<file path="config.mk">
export PLATFORM = sky130hd
export DESIGN_NAME = pbc_regs
export DESIGN_NICKNAME = d
export VERILOG_FILES = /design/src/hdl/pbc_pkg.sv /design/src/hdl/pbc_srst_timer.sv /design/src/hdl/pbc_regs.sv
export VERILOG_INCLUDE_DIRS = /design/src /design/src/hdl
export SDC_FILE = /design/constraint.sdc
export NUM_CORES = 1
export LEC_CHECK = 0
export BUFFER_PORTS_ARGS = -buffer_cell sky130_fd_sc_hd__buf_2
export CAP_MARGIN = 20
export CORE_MARGIN = 1
export CORE_UTILIZATION = 44
export DETAILED_ROUTE_END_ITERATION = 6
export PLACE_DENSITY = 0.75
export SLEW_MARGIN = 20
export SYNTH_ARGS = -nofsm -noshare
export SYNTH_HDL_FRONTEND = slang
export SYNTH_HIERARCHICAL = 1
export SYNTH_SLANG_ARGS = --single-unit
</file>
<file path="constraint.sdc">
create_clock -name sys_clk -period 1.6 [get_ports sys_clk]
set_input_delay 0.32 -clock sys_clk [delete_from_list [all_inputs] [get_ports sys_clk]]
set_output_delay 0.32 -clock sys_clk [all_outputs]
set_load 0.005 [all_outputs]
</file>
<file path="src/hdl/pbc_cfg.svh">
`ifndef PBC_CFG_SVH
`define PBC_CFG_SVH

// Register indexes seen through the indirect access port
`define PBC_IDX_CTRL       5'h00
`define PBC_IDX_STAT       5'h01
`define PBC_IDX_ID1        5'h02
`define PBC_IDX_ID2        5'h03
`define PBC_IDX_ADV        5'h04
`define PBC_IDX_LPA        5'h05
`define PBC_IDX_EXP        5'h06
`define PBC_IDX_MODE       5'h11
`define PBC_IDX_SPMODE     5'h12
`define PBC_IDX_SPIND      5'h1b
`define PBC_IDX_ISRC       5'h1d
`define PBC_IDX_IMASK      5'h1e
`define PBC_IDX_SPCTL      5'h1f

// Basic control field positions
`define PBC_CTRL_RESET     15
`define PBC_CTRL_LOOP      14
`define PBC_CTRL_SPEED     13
`define PBC_CTRL_ANEG      12
`define PBC_CTRL_PDOWN     11
`define PBC_CTRL_RESTART   9
`define PBC_CTRL_DUPLEX    8
`define PBC_CTRL_COLTEST   7

// Stored, readable and kept bit masks; reserved bits are never stored
`define PBC_CTRL_STORE_MASK 16'h7980
`define PBC_CTRL_READ_MASK  16'hfb80
`define PBC_CTRL_KEPT_MASK  16'h0000

// Basic status: fixed ability bits and dynamic field positions
`define PBC_STAT_FIXED     16'h7809
`define PBC_STAT_ANEG_DONE 5
`define PBC_STAT_LINK      2

// Arbitrary identifier values
`define PBC_ID1_VALUE      16'h1234
`define PBC_ID2_VALUE      16'h5678

// Timing
`define PBC_CLK_PERIOD_NS  10
`define PBC_SRST_TIME_NS   1000
`define PBC_SRST_CYCLES    ((`PBC_SRST_TIME_NS + `PBC_CLK_PERIOD_NS - 1) / `PBC_CLK_PERIOD_NS)

`endif

</file>
<file path="src/hdl/pbc_pkg.sv">
`include "pbc_cfg.svh"

package pbc_pkg;
    typedef logic [4:0]  pbc_idx_t;
    typedef logic [15:0] pbc_word_t;

    typedef enum logic [4:0] {
        PBC_REG_CTRL   = `PBC_IDX_CTRL,
        PBC_REG_STAT   = `PBC_IDX_STAT,
        PBC_REG_ID1    = `PBC_IDX_ID1,
        PBC_REG_ID2    = `PBC_IDX_ID2,
        PBC_REG_ADV    = `PBC_IDX_ADV,
        PBC_REG_LPA    = `PBC_IDX_LPA,
        PBC_REG_EXP    = `PBC_IDX_EXP,
        PBC_REG_MODE   = `PBC_IDX_MODE,
        PBC_REG_SPMODE = `PBC_IDX_SPMODE,
        PBC_REG_SPIND  = `PBC_IDX_SPIND,
        PBC_REG_ISRC   = `PBC_IDX_ISRC,
        PBC_REG_IMASK  = `PBC_IDX_IMASK,
        PBC_REG_SPCTL  = `PBC_IDX_SPCTL
    } pbc_reg_e;

    typedef enum logic [0:0] {
        PBC_SRST_IDLE = 1'b0,
        PBC_SRST_BUSY = 1'b1
    } pbc_srst_e;
endpackage

</file>
<file path="src/hdl/pbc_srst_timer.sv">
`timescale 1ns/1ns
`include "pbc_cfg.svh"

module pbc_srst_timer #(
    parameter int unsigned CYCLES = `PBC_SRST_CYCLES
) (
    input  wire logic sys_clk, // System clock
    input  wire logic nrst,    // Synchronous reset, active low
    input  wire logic start,   // Begin a soft reset
    output logic      busy,    // Soft reset in progress
    output logic      done     // Last busy cycle
);
    import pbc_pkg::*;

    localparam int unsigned CW = $clog2(CYCLES + 1);

    pbc_srst_e     stateQ;
    pbc_srst_e     stateD;
    logic [CW-1:0] cntQ;
    logic [CW-1:0] cntD;
    wire           lastCycle = (cntQ == CW'(CYCLES - 1));

    always_comb begin
        stateD = stateQ;
        cntD   = cntQ;
        case (stateQ)
            PBC_SRST_IDLE: begin
                cntD = '0;
                if (start) begin
                    stateD = PBC_SRST_BUSY;
                end
            end
            PBC_SRST_BUSY: begin
                cntD = cntQ + CW'(1);
                if (lastCycle) begin
                    stateD = PBC_SRST_IDLE;
                end
            end
            default: begin
                stateD = PBC_SRST_IDLE;
                cntD   = '0;
            end
        endcase
    end

    always_ff @(posedge sys_clk) begin
        if (!nrst) begin
            stateQ <= PBC_SRST_IDLE;
            cntQ   <= '0;
        end else begin
            stateQ <= stateD;
            cntQ   <= cntD;
        end
    end

    assign busy = (stateQ == PBC_SRST_BUSY);
    assign done = busy & lastCycle;
endmodule

</file>
<file path="src/hdl/pbc_regs.sv">
`timescale 1ns/1ns
`include "pbc_cfg.svh"

module pbc_regs #(
    parameter int unsigned        SRST_CYCLES = `PBC_SRST_CYCLES,
    parameter pbc_pkg::pbc_word_t KEPT_MASK   = `PBC_CTRL_KEPT_MASK,
    parameter pbc_pkg::pbc_word_t ID1_VALUE   = `PBC_ID1_VALUE, // Arbitrary value
    parameter pbc_pkg::pbc_word_t ID2_VALUE   = `PBC_ID2_VALUE  // Arbitrary value
) (
    input  wire logic              sys_clk,        // System clock
    input  wire logic              nrst,           // Synchronous reset, active low
    input  wire logic              accReq,         // Access request pulse
    input  wire logic              accWrite,       // 1 write, 0 read
    input  wire pbc_pkg::pbc_idx_t accIndex,       // Register index
    input  wire pbc_pkg::pbc_word_t accWrData,     // Write data
    output pbc_pkg::pbc_word_t     accRdData,      // Read data
    output logic                   accAck,         // Access answered
    output logic                   accUnmapped,    // Index not decoded
    input  wire logic              speedStrap,     // Speed-select strap level
    input  wire logic              anegDoneIn,     // Negotiation engine completed
    input  wire logic              anegSpeed100In, // Negotiated speed
    input  wire logic              anegFullDupIn,  // Negotiated duplex
    input  wire logic              linkUpIn,       // Link status
    output logic                   phySoftReset,   // Soft reset in progress
    output logic                   loopbackEn,     // Loopback mode
    output logic                   anegEnable,     // Auto-negotiation enabled
    output logic                   anegRestart,    // Restart negotiation pulse
    output logic                   powerDown,      // General power-down
    output logic                   colTestEn,      // Collision test
    output logic                   linkSpeed100,   // Effective speed
    output logic                   linkFullDup     // Effective duplex
);
    import pbc_pkg::*;

    function automatic logic isMapped(input pbc_idx_t idx);
        case (idx)
            PBC_REG_CTRL, PBC_REG_STAT, PBC_REG_ID1, PBC_REG_ID2,
            PBC_REG_ADV, PBC_REG_LPA, PBC_REG_EXP, PBC_REG_MODE,
            PBC_REG_SPMODE, PBC_REG_SPIND, PBC_REG_ISRC,
            PBC_REG_IMASK, PBC_REG_SPCTL: isMapped = 1'b1;
            default: isMapped = 1'b0;
        endcase
    endfunction

    pbc_word_t ctrlQ;
    pbc_word_t ctrlD;
    logic      restartQ;
    logic      anegCompleteQ;
    logic      speedQ;
    logic      duplexQ;
    logic      srstBusy;
    logic      srstDone;

    // Host writes only land when the soft reset is not running
    wire       ctrlSel   = (accIndex == pbc_idx_t'(`PBC_IDX_CTRL));
    wire       ctrlWr    = accReq & accWrite & ctrlSel & ~srstBusy;
    wire       srstStart = ctrlWr & accWrData[`PBC_CTRL_RESET];
    wire       restartWr = ctrlWr & accWrData[`PBC_CTRL_RESTART] & ~srstStart;

    // Speed and auto-negotiation power up from the strap
    wire pbc_word_t ctrlDefault = {2'b00, speedStrap, speedStrap, 12'h000};

    // Soft reset reloads defaults except for kept fields
    wire pbc_word_t ctrlSoft = ((ctrlQ & KEPT_MASK) | (ctrlDefault & ~KEPT_MASK))
                               & `PBC_CTRL_STORE_MASK;

    assign ctrlD = srstStart ? ctrlSoft
                 : ctrlWr    ? (accWrData & `PBC_CTRL_STORE_MASK)
                 : ctrlQ;

    wire pbc_word_t ctrlRead = ctrlQ
                             | (pbc_word_t'(srstBusy) << `PBC_CTRL_RESET)
                             | (pbc_word_t'(restartQ) << `PBC_CTRL_RESTART);

    wire pbc_word_t statRead = `PBC_STAT_FIXED
                             | (pbc_word_t'(anegCompleteQ) << `PBC_STAT_ANEG_DONE)
                             | (pbc_word_t'(linkUpIn) << `PBC_STAT_LINK);

    // Registers owned by other blocks read as zero here
    wire pbc_word_t readMux = (accIndex == pbc_idx_t'(`PBC_IDX_CTRL)) ? ctrlRead
                            : (accIndex == pbc_idx_t'(`PBC_IDX_STAT)) ? statRead
                            : (accIndex == pbc_idx_t'(`PBC_IDX_ID1))  ? ID1_VALUE
                            : (accIndex == pbc_idx_t'(`PBC_IDX_ID2))  ? ID2_VALUE
                            : 16'h0000;

    wire anegOn     = ctrlQ[`PBC_CTRL_ANEG];
    wire pdownOn    = ctrlQ[`PBC_CTRL_PDOWN];
    wire anegSet    = anegDoneIn & anegOn & ~pdownOn & ~srstBusy;
    wire anegClear  = restartQ | srstBusy | ~anegOn | pdownOn;
    // Manual speed and duplex give way to negotiated values
    wire speedNext  = anegOn ? anegSpeed100In : ctrlQ[`PBC_CTRL_SPEED];
    wire duplexNext = anegOn ? anegFullDupIn  : ctrlQ[`PBC_CTRL_DUPLEX];

    pbc_srst_timer #(
        .CYCLES (SRST_CYCLES)
    ) u_srst (
        .sys_clk (sys_clk),
        .nrst    (nrst),
        .start   (srstStart),
        .busy    (srstBusy),
        .done    (srstDone)
    );

    always_ff @(posedge sys_clk) begin
        if (!nrst) begin
            ctrlQ <= ctrlDefault & `PBC_CTRL_STORE_MASK;
        end else begin
            ctrlQ <= ctrlD;
        end
    end

    always_ff @(posedge sys_clk) begin
        if (!nrst) begin
            restartQ <= 1'b0;
        end else begin
            restartQ <= restartWr;
        end
    end

    // Completion wins over a clear in the same cycle
    always_ff @(posedge sys_clk) begin
        if (!nrst) begin
            anegCompleteQ <= 1'b0;
        end else if (anegSet) begin
            anegCompleteQ <= 1'b1;
        end else if (anegClear) begin
            anegCompleteQ <= 1'b0;
        end
    end

    always_ff @(posedge sys_clk) begin
        if (!nrst) begin
            accAck      <= 1'b0;
            accRdData   <= 16'h0000;
            accUnmapped <= 1'b0;
            speedQ      <= 1'b0;
            duplexQ     <= 1'b0;
        end else begin
            accAck      <= accReq;
            accRdData   <= (accReq & ~accWrite) ? readMux : accRdData;
            accUnmapped <= accReq & ~isMapped(accIndex);
            speedQ      <= speedNext;
            duplexQ     <= duplexNext;
        end
    end

    assign phySoftReset = srstBusy;
    assign loopbackEn   = ctrlQ[`PBC_CTRL_LOOP];
    assign anegEnable   = anegOn;
    assign anegRestart  = restartQ;
    assign powerDown    = pdownOn;
    assign colTestEn    = ctrlQ[`PBC_CTRL_COLTEST];
    assign linkSpeed100 = speedQ;
    assign linkFullDup  = duplexQ;

    // Checks
    localparam int SrstBound = SRST_CYCLES + 1;
    localparam pbc_word_t StatDynMask = (16'h0001 << `PBC_STAT_ANEG_DONE)
                                      | (16'h0001 << `PBC_STAT_LINK);
endmodule

</file>
==> results of run 1 <==
power by group:
part	switching (W)	internal, W
clock network	0.000280	0.000213
registers	0.0000112	0.000874
logic	0.0000964	0.0000892
total	0.000388	0.00118
layer usage:
layer / vias up / GRT usage (%)
li1: 748 / -
met1: 660 / 27.1
met2: 43 / 34.3
met3: 4 / 7.14
met4: 0 / 6.67
met5: - / 0
cell usage in the layout (no fill, tap or decap), drive strengths merged, types with 2 or more instances in the layout:
cell type and instances:
buf 63, dfxtp 32, a21oi 19, nand2 15, o21ai 15, nor2 11, nand3 9, clkbuf 7
ha 6, nor2b 5, nand4 5, inv 4, nand4b 4, o211ai 3, a221oi 3, nor4 3
and3 2, and2 2, mux2i 2, nor3 2, edfxtp 2, or3 2, xor2 2, clkinv 2
area by class of cell:
cell class | count | area [um^2]
Inverter | 5 | 18.8
Tap cell | 46 | 57.6
Timing Repair Buffer | 63 | 358
Clock inverter | 1 | 5.00
Clock buffer | 7 | 55.1
Fill cell | 325 | 1360
Sequential cell | 34 | 701
Multi-Input combinational cell | 125 | 806
cell families (layout without fill, tap and decap cells):
kind of cell,Yosys count,in the layout,share of synthesized area [%]
xor gates and xnor gates,3,3,1.68
DFF,34,34,44.7
muxes,3,3,2.00
adders and majority gates,6,6,4.79
AOI/OAI and AO/OA,44,44,16.2
buffers and inverters,13,76,4.23
and+or+nand+nor,68,68,26.1
other,1,1,0.239
per-stage QoR:
step / area [um^2] / worst slack, ns / hold slack [ns] / total power, W
6_report: 2000 / 0.260 / 0.214 / 0.00156
5_1_grt: 2000 / 0.175 / 0.205 / 0.00165
4_1_cts: 2000 / 0.241 / 0.200 / 0.00158
3_5_place_dp: 1940 / -0.101 / 0.442 / 0.00109
3_3_place_gp: 1940 / -0.0644 / 0.438 / 0.00109
2_1_floorplan: 1570 / 0.0117 / 0.430 / 0.000992
worst max path at each step:
stage	start	to	slack, ns	depth (start not counted)
finish	ctrlQ[12]	anegEnable	0.26	1
floorplan	accIndex[0]	ctrlQ[12]	0.01	4
detailed placement	accIndex[0]	ctrlQ[13]	-0.10	5
global route	u_srst/cntQ[0]	u_srst/cntQ[6]	0.18	4
CTS	ctrlQ[12]	anegEnable	0.24	1
global placement	accIndex[0]	ctrlQ[13]	-0.06	5
==> flow_summary.yaml, run 1 <==
run_status:
  status: "complete, no violations"
cts:
  post_cts_resized: 0
  cts_hold_buf: 0
  clockRootBuffer: "clkbuf_4"
  cts_buffers: 5
  cts_buffer_depth: 2
  h-tree-depth: 2
  cts_setup_buffers: 0
  worstSkewPairLatency_ns: 0.34
  clock_sinks: 34
  cts_tree: "yes"
  clkSlewWorstSetupHoldPaths_ns: 0.10
logic_synthesis:
  synth_fp_nets: 208
  syn_area_um2: 1570
  yosys-top-cells-count: "32 x dfxtp_1, 19 x a21oi_1, 15 x nand2_1, 15 x o21ai_0, 11 x nor2_1"
  synthTopCellsByArea: "dfxtp_1 41%, a21oi_1 6.1%, ha_1 4.8%"
  synth_top_area_share_pct: 40.9
  yosysSeqAreaShare_pct: 44.7
  netlist-cell-type-count: 44
  avgSynthCellArea_um2: 9.11
  synthCells: 172
  ys_ff_latch: 34
  synth_edf_count: 2
  async_flop_share_pct: 0
  synth_area_leader_cell: "dfxtp_1"
  synth_ff_type: "dfxtp_1"
  yosysWarnings: 6
  yosysMostFrequentCell: "dfxtp_1"
final_layout:
  drive_gt1_share_pct: 33.2
  syn2layout_area_growth_pct: 27.7
  finish.utilization_pct: 59.5
  top_regs: "accRdData (14), u_srst/cntQ (7), ctrlQ (6)"
  final_cells: 281
  largest_reg_flops: 14
  finalNetCount: 270
  regMostFlops: "accRdData"
  antenna_cells: 0
grt:
  grt_pass1_vias: 1295
  grt_pass1_wl_um: 5800
  grt_max_degree: 17
  track_usage_pct: 21.3
  antenna_found_initial: 0
  gr-total-overflow: 0
sta:
  finalClockSkew_ns: 0.00844
  setup_tns_ns: 0
  rsz0062_at_grt: "false"
  final_hold_viol_count: 0
  fin_crit_ns: 1.34
  period_share_pct: 83.7
  max_freq_mhz: 746
  drv_slew: 0
  setup_viol: 0
hold_path:
  whs_path_depth: 3
  hold_path_end: "anegRestart"
  min_from: "accWrData[9]"
  hold_path_class: "primary input to flip-flop"
drt:
  drt_wl_total_um: 3460
  drc: 0
  drt-met1-wl_um: 1660
  highest_layer: "met4"
  drt-initial-drc-count: 68
  wl_met3_um: 221
  ant_nets: 0
  vias: 1455
  routedWlPerCell_um: 12.3
  wl_met2_um: 1530
  vias_per_cell: 5.18
  dr.pass1.iters: 4
job:
  drv_cap: 0
pwr:
  ir_worst_vdd_v: 0.000295
  p_leak_nw: 0.874
  p_per_area_nw_per_um2: 781
worst_setup_path:
  arrival_ns: 1.02
  cp.required_ns: 1.28
  slowest_delay_ns: 0.50
  start_kind: "flip-flop"
  ff2ff_path_depth: 4
  crit_slowest_cell: "edfxtp_1"
  ff2ff_setup_slack_ns: 0.32
  critical_path.cell_chain: "buf_2"
  worstSetupEndpointType: "primary output"
  r2r-start: "u_srst/cntQ[0]"
  crit_type: "flip-flop to primary output"
  crit_fanout: 5
  cp_top_family: "flip-flops"
  reg2reg_to: "u_srst/cntQ[6]"
  critPathBufInv: 1
placed_design:
  placed_cells: 273
  hpwl_um: 2680
  gp_congestion: 0.748
  port_buffers: 46
floorplanning:
  fp.dieW_um: 61.7
  rows: 21
  coreArea_um2: 3360
  die_y_um: 61.7
  ios: 56
  start_util_pct: 46.6
  die-area_um2: 3800
Power figures use the tool's default switching activity.
==> inputs of run 2 (changes only) <==
--- a/config.mk
+++ b/config.mk
@@ -9,9 +9,9 @@
 export BUFFER_PORTS_ARGS = -buffer_cell sky130_fd_sc_hd__buf_2
 export CAP_MARGIN = 20
 export CORE_MARGIN = 1
-export CORE_UTILIZATION = 44
+export CORE_UTILIZATION = 49
 export DETAILED_ROUTE_END_ITERATION = 6
-export PLACE_DENSITY = 0.75
+export PLACE_DENSITY = 0.79
 export SLEW_MARGIN = 20
 export SYNTH_ARGS = -nofsm -noshare
 export SYNTH_HDL_FRONTEND = slang
==> constraint.sdc (replaced) <==
create_clock -name sys_clk -period 1.29 [get_ports sys_clk]
set_input_delay 0.258 -clock sys_clk [delete_from_list [all_inputs] [get_ports sys_clk]]
set_output_delay 0.258 -clock sys_clk [all_outputs]
set_load 0.005 [all_outputs]
==> run 2 against run 1 <==
Clock-buffer cell count stayed put. Core utilization is 9.2 points higher. Sequential share of layout area is 1.5 points lower. Register-to-register slack worse by 0.23 ns. Worst setup slack worse by 0.24 ns. Wire length is 9.0% higher. First-iteration DRC count is 15% lower. Critical path type is now primary input to flip-flop.
==> flow_summary.yaml, run 2 (synthesis results as in run 1) <==
drt:
  vias: 1493
  drc: 0
  ant_nets: 0
  drt-initial-drc-count: 58
  vias_per_cell: 5.26
  drt_wl_total_um: 3770
  routedWlPerCell_um: 13.3
  dr.pass1.iters: 4
final_layout:
  multiInputGateArea_um2: 836
  antenna_cells: 0
  final_cells: 284
  syn2layout_area_growth_pct: 33.9
  largest_reg_flops: 14
  regMostFlops: "accRdData"
  stdcell_area_um2: 2100
  drive_gt1_share_pct: 36.3
  top_regs: "accRdData (14), u_srst/cntQ (7), ctrlQ (6)"
  final_common_cell: "buf_2"
  regArea_um2: 702
  finalNetCount: 275
  nFillCells: 242
  final_cell_mix: "46 x buf_2, 31 x dfxtp_1, 21 x buf_4"
sta:
  fin_crit_ns: 1.27
  whs_ns: 0.161
  drv_slew: 0
  setup_ws_ns: 0.0246
  period_share_pct: 98.1
  max_freq_mhz: 790
  rsz0062_at_grt: "false"
  setup_viol: 0
  final_hold_viol_count: 0
  finalClockSkew_ns: 0.0120
cts:
  cts_tree: "yes"
  worstSkewPairLatency_ns: 0.33
  clockRootBuffer: "clkbuf_4"
  cts_buffers: 5
  h-tree-depth: 2
  cts_buffer_depth: 2
  clkSlewWorstSetupHoldPaths_ns: 0.10
  clock_sinks: 34
floorplanning:
  rows: 20
  die-area_um2: 3430
  fp.dieW_um: 58.5
  start_util_pct: 51.3
  coreArea_um2: 3050
  die_y_um: 58.5
  ios: 56
grt:
  grt_pass1_wl_um: 6110
  gr-total-overflow: 0
  antenna_found_initial: 0
  track_usage_pct: 24.1
  grt_max_degree: 17
  grt_pass1_vias: 1360
pwr:
  power_w: 0.00197
  p_per_area_nw_per_um2: 937
  ir_worst_vdd_v: 0.000666
  p_leak_nw: 0.903
worst_setup_path:
  crit_type: "primary input to flip-flop"
  start_kind: "primary input"
  cp.required_ns: 1.33
  worstSetupEndpointType: "flip-flop"
  arrival_ns: 1.31
  crit_fanout: 6
job:
  drv_cap: 0
placed_design:
  port_buffers: 46
  preCtsSetupSlack_ns: -0.344
  place_area_um2: 1990
  placed_cells: 273
  gp_congestion: 0.820
  hpwl_um: 2860
hold_path:
  hold_path_class: "primary input to flip-flop"
run_status:
  status: "complete, no violations"
## run 2: cell count changes in the layout (fill, tap and decap cells not counted), sizes merged
cell  previous run  this run
buf             63        68
## run 2: worst paths after layout
path | from | end | slack, ns | cells past startpoint
setup reg to reg | u_srst/cntQ[0] | u_srst/busy | 0.09 | 4
hold / removal | anegFullDupIn | linkFullDup | 0.16 | 3
hold reg to reg | accRdData[15] | accRdData[15] | 0.45 | 2
setup / recovery | accIndex[1] | ctrlQ[13] | 0.02 | 5
## run 2: power by group
group          total, W  switching [W]  internal (W)
combinational  0.000267       0.000138      0.000129
clock          0.000603       0.000339      0.000264
sequential      0.00110      0.0000119       0.00108
total           0.00197       0.000489       0.00148
## run 2: final cells by class
class	count	share of cell area (%)
Clock buffer	7	2.63
Clock inverter	1	0.239
Multi-Input combinational cell	125	39.9
Inverter	5	1.73
Sequential cell	34	33.5
Tap cell	44	2.63
Timing Repair Buffer	68	19.5
## run 2: timing repair
action / CTS / global route
hold buffers: 0 / 0
buffers inserted: 0 / 3
resized for setup: 0 / 4
setup endpoints to repair: 0 / 6
## run 2: layer usage
layer  global-route usage (%)  up-vias  wire, um
met5                        0        -         0
met4                     10.5        0        31
met3                     6.15        4       222
met2                     38.3       54      1820
met1                     31.2      687      1690
li1                         -      748         -
## run 2: worst max-delay path: stages
cell and delay (ns):
buf_2 0.15, inv_12 0.06, ha_4 0.13, or4b_4 0.52
o21ai_4 0.18
## run 2: stage by stage
| step | setup TNS [ns] | utilization [%] |
|---|---|---|
| floorplan | -0.208 | - |
| global placement | -4.18 | 65.3 |
| detailed placement | -4.96 | 65.3 |
| CTS | 0 | 67.3 |
| global route | 0 | 68.7 |
| finish | 0 | 68.7 |
==> inputs of run 3 (changes only) <==
--- a/config.mk
+++ b/config.mk
@@ -6,12 +6,13 @@
 export SDC_FILE = /design/constraint.sdc
 export NUM_CORES = 1
 export LEC_CHECK = 0
+export ABC_AREA = 1
 export BUFFER_PORTS_ARGS = -buffer_cell sky130_fd_sc_hd__buf_2
 export CAP_MARGIN = 20
 export CORE_MARGIN = 1
 export CORE_UTILIZATION = 49
 export DETAILED_ROUTE_END_ITERATION = 6
-export PLACE_DENSITY = 0.79
+export PLACE_DENSITY = 0.78
 export SLEW_MARGIN = 20
 export SYNTH_ARGS = -nofsm -noshare
 export SYNTH_HDL_FRONTEND = slang
==> run 3 against run 2 <==
Sequential power is essentially flat. Design area is 0.84% lower. Clock-buffer cell count is 1 higher. Register-to-register slack improved by 0.04 ns. Highest routed layer unchanged. Combinational power shrank 6%. Via count rose by 3.8%. Largest cell class unchanged. Clock power decreased by 7.0%.
==> flow_summary.yaml, run 3 <==
run_status:
  status: "complete, no violations"
sta:
  max_freq_mhz: 816
  finalClockSkew_ns: 0.0121
  setup_tns_ns: 0
  fin_crit_ns: 1.23
  rsz0062_at_grt: "false"
  whs_ns: 0.122
  period_share_pct: 95.0
  drv_slew: 0
  setup_ws_ns: 0.0648
  final_hold_viol_count: 0
  setup_viol: 0
logic_synthesis:
  yosysMostFrequentCell: "nand2_1"
  synth_ff_type: "dfxtp_1"
  synth_area_leader_cell: "dfxtp_1"
  synth_edf_count: 2
  syn_area_um2: 1620
  yosysWarnings: 6
  synthCells: 223
  synth_top_area_share_pct: 39.5
  yosysSeqAreaShare_pct: 43.2
  netlist-cell-type-count: 23
  ys_ff_latch: 34
  synthTopCellsByArea: "dfxtp_1 39%, nand2_1 12%, inv_1 7.6%"
  async_flop_share_pct: 0
  avgSynthCellArea_um2: 7.28
  synth_fp_nets: 259
  yosys-top-cells-count: "50 x nand2_1, 33 x inv_1, 32 x dfxtp_1, 27 x nor2_1"
drt:
  drt_wl_total_um: 3550
  vias_per_cell: 4.65
  ant_nets: 0
  drt-initial-drc-count: 48
  drc: 0
  dr.pass1.iters: 4
  routedWlPerCell_um: 10.7
  vias: 1550
placed_design:
  preCtsSetupSlack_ns: -0.146
  hpwl_um: 2730
  port_buffers: 46
  gp_congestion: 0.809
pwr:
  ir_worst_vdd_v: 0.000565
  p_leak_nw: 1.07
  power_w: 0.00192
  p_per_area_nw_per_um2: 924
worst_setup_path:
  worst-path-stages: 1
  setup.worst_path.start: "ctrlQ[12]"
  endpoint: "anegEnable"
  cp_top_family: "flip-flops"
  arrival_ns: 0.97
  reg2reg_to: "ctrlQ[12]"
  ff2ff_setup_slack_ns: 0.13
  ff2ff_path_depth: 6
  worstSetupEndpointType: "primary output"
  critical_path.cell_chain: "buf_2"
  critPathBufInv: 1
  start_kind: "flip-flop"
  crit_slowest_cell: "edfxtp_1"
  crit_type: "flip-flop to primary output"
  crit_fanout: 5
  slowest_delay_ns: 0.46
  cp.required_ns: 1.03
  r2r-start: "u_srst/busy"
cts:
  cts_setup_buffers: 0
  clockRootBuffer: "clkbuf_4"
  clock_sinks: 34
  clkSlewWorstSetupHoldPaths_ns: 0.10
  worstSkewPairLatency_ns: 0.35
  cts_buffers: 5
  cts_buffer_depth: 2
  cts_tree: "yes"
  h-tree-depth: 2
  cts_hold_buf: 0
  post_cts_resized: 0
final_layout:
  largest_reg_flops: 14
  drive_gt1_share_pct: 29.1
  regArea_um2: 701
  regMostFlops: "accRdData"
  antenna_cells: 0
  top_regs: "accRdData (14), u_srst/cntQ (7), ctrlQ (6)"
  finalNetCount: 324
  nFillCells: 304
  syn2layout_area_growth_pct: 28.1
  finish.utilization_pct: 67.0
  final_common_cell: "nand2_1"
  multiInputGateArea_um2: 792
  final_cell_mix: "50 x nand2_1, 46 x buf_2, 32 x dfxtp_1"
grt:
  grt_max_degree: 11
  gr-total-overflow: 0
  antenna_found_initial: 0
  grt_pass1_vias: 1361
  grt_pass1_wl_um: 5860
  track_usage_pct: 23.3
floorplanning:
  rows: 20
  ios: 56
  die_y_um: 59.6
  fp.dieW_um: 59.6
  coreArea_um2: 3100
  start_util_pct: 52.3
  die-area_um2: 3550
hold_path:
  hold_path_class: "primary input to flip-flop"
  min_from: "accIndex[4]"
job:
  drv_cap: 0
[run 3: changes by cell type in the layout (fill, tap and decap cells not counted), sizes merged, moves of 3 or more]
| cell | previous run | this run |
|---|---|---|
| nor2b | 5 | 0 |
| buf | 68 | 62 |
| a221oi | 3 | 0 |
| nor2 | 11 | 32 |
| nand4b | 4 | 0 |
| nand2 | 15 | 55 |
| nor4 | 3 | 0 |
| o21ai | 15 | 19 |
| inv | 4 | 34 |
| nand4 | 5 | 2 |
[run 3: power breakdown]
part           internal [W]  switching, W
Sequential          0.00109     0.0000153
Combinational      0.000111      0.000141
Clock              0.000217      0.000344
[run 3: through the flow]
step / std cells / cell area, um^2
6_report: 333 / 2080
5_1_grt: 333 / 2080
4_1_cts: 333 / 2080
3_5_place_dp: 325 / 2030
3_3_place_gp: 325 / 2030
2_1_floorplan: 223 / 1650
[run 3: layout make-up]
cell class | instances | share of cell area (%)
clock buffer | 8 | 2.35
inverter | 34 | 6.38
tap | 44 | 2.65
multi-input combinational | 151 | 38.1
timing repair buffer | 62 | 16.8
sequential | 34 | 33.7
[run 3: how the worst min path moves through the flow]
stage,endpoint,cells past startpoint
after floorplan,accUnmapped,1
after detailed placement,u_srst/cntQ[0],1
after global routing,accUnmapped,2
after global placement,u_srst/cntQ[0],1
after CTS,accUnmapped,2
final,accUnmapped,2
[run 3: kinds of logic after synthesis]
family	after synthesis	synth area share (%)
other	1	0.231
adders and majority gates	6	4.63
DFF	34	43.2
buffers and inverters	38	9.41
AOI/OAI and AO/OA	40	12.6
and+or+nand+nor	104	29.9
[run 3: metal layers]
| metal | track usage (%) | vias up | part of all wire, % |
|---|---|---|---|
| li1 | - | 827 | - |
| met2 | 37.2 | 37 | 46 |
| met4 | 12.6 | 0 | 2.0 |
| met5 | 0 | - | 0 |
| met3 | 7.42 | 5 | 4.7 |
| met1 | 27.7 | 681 | 47 |
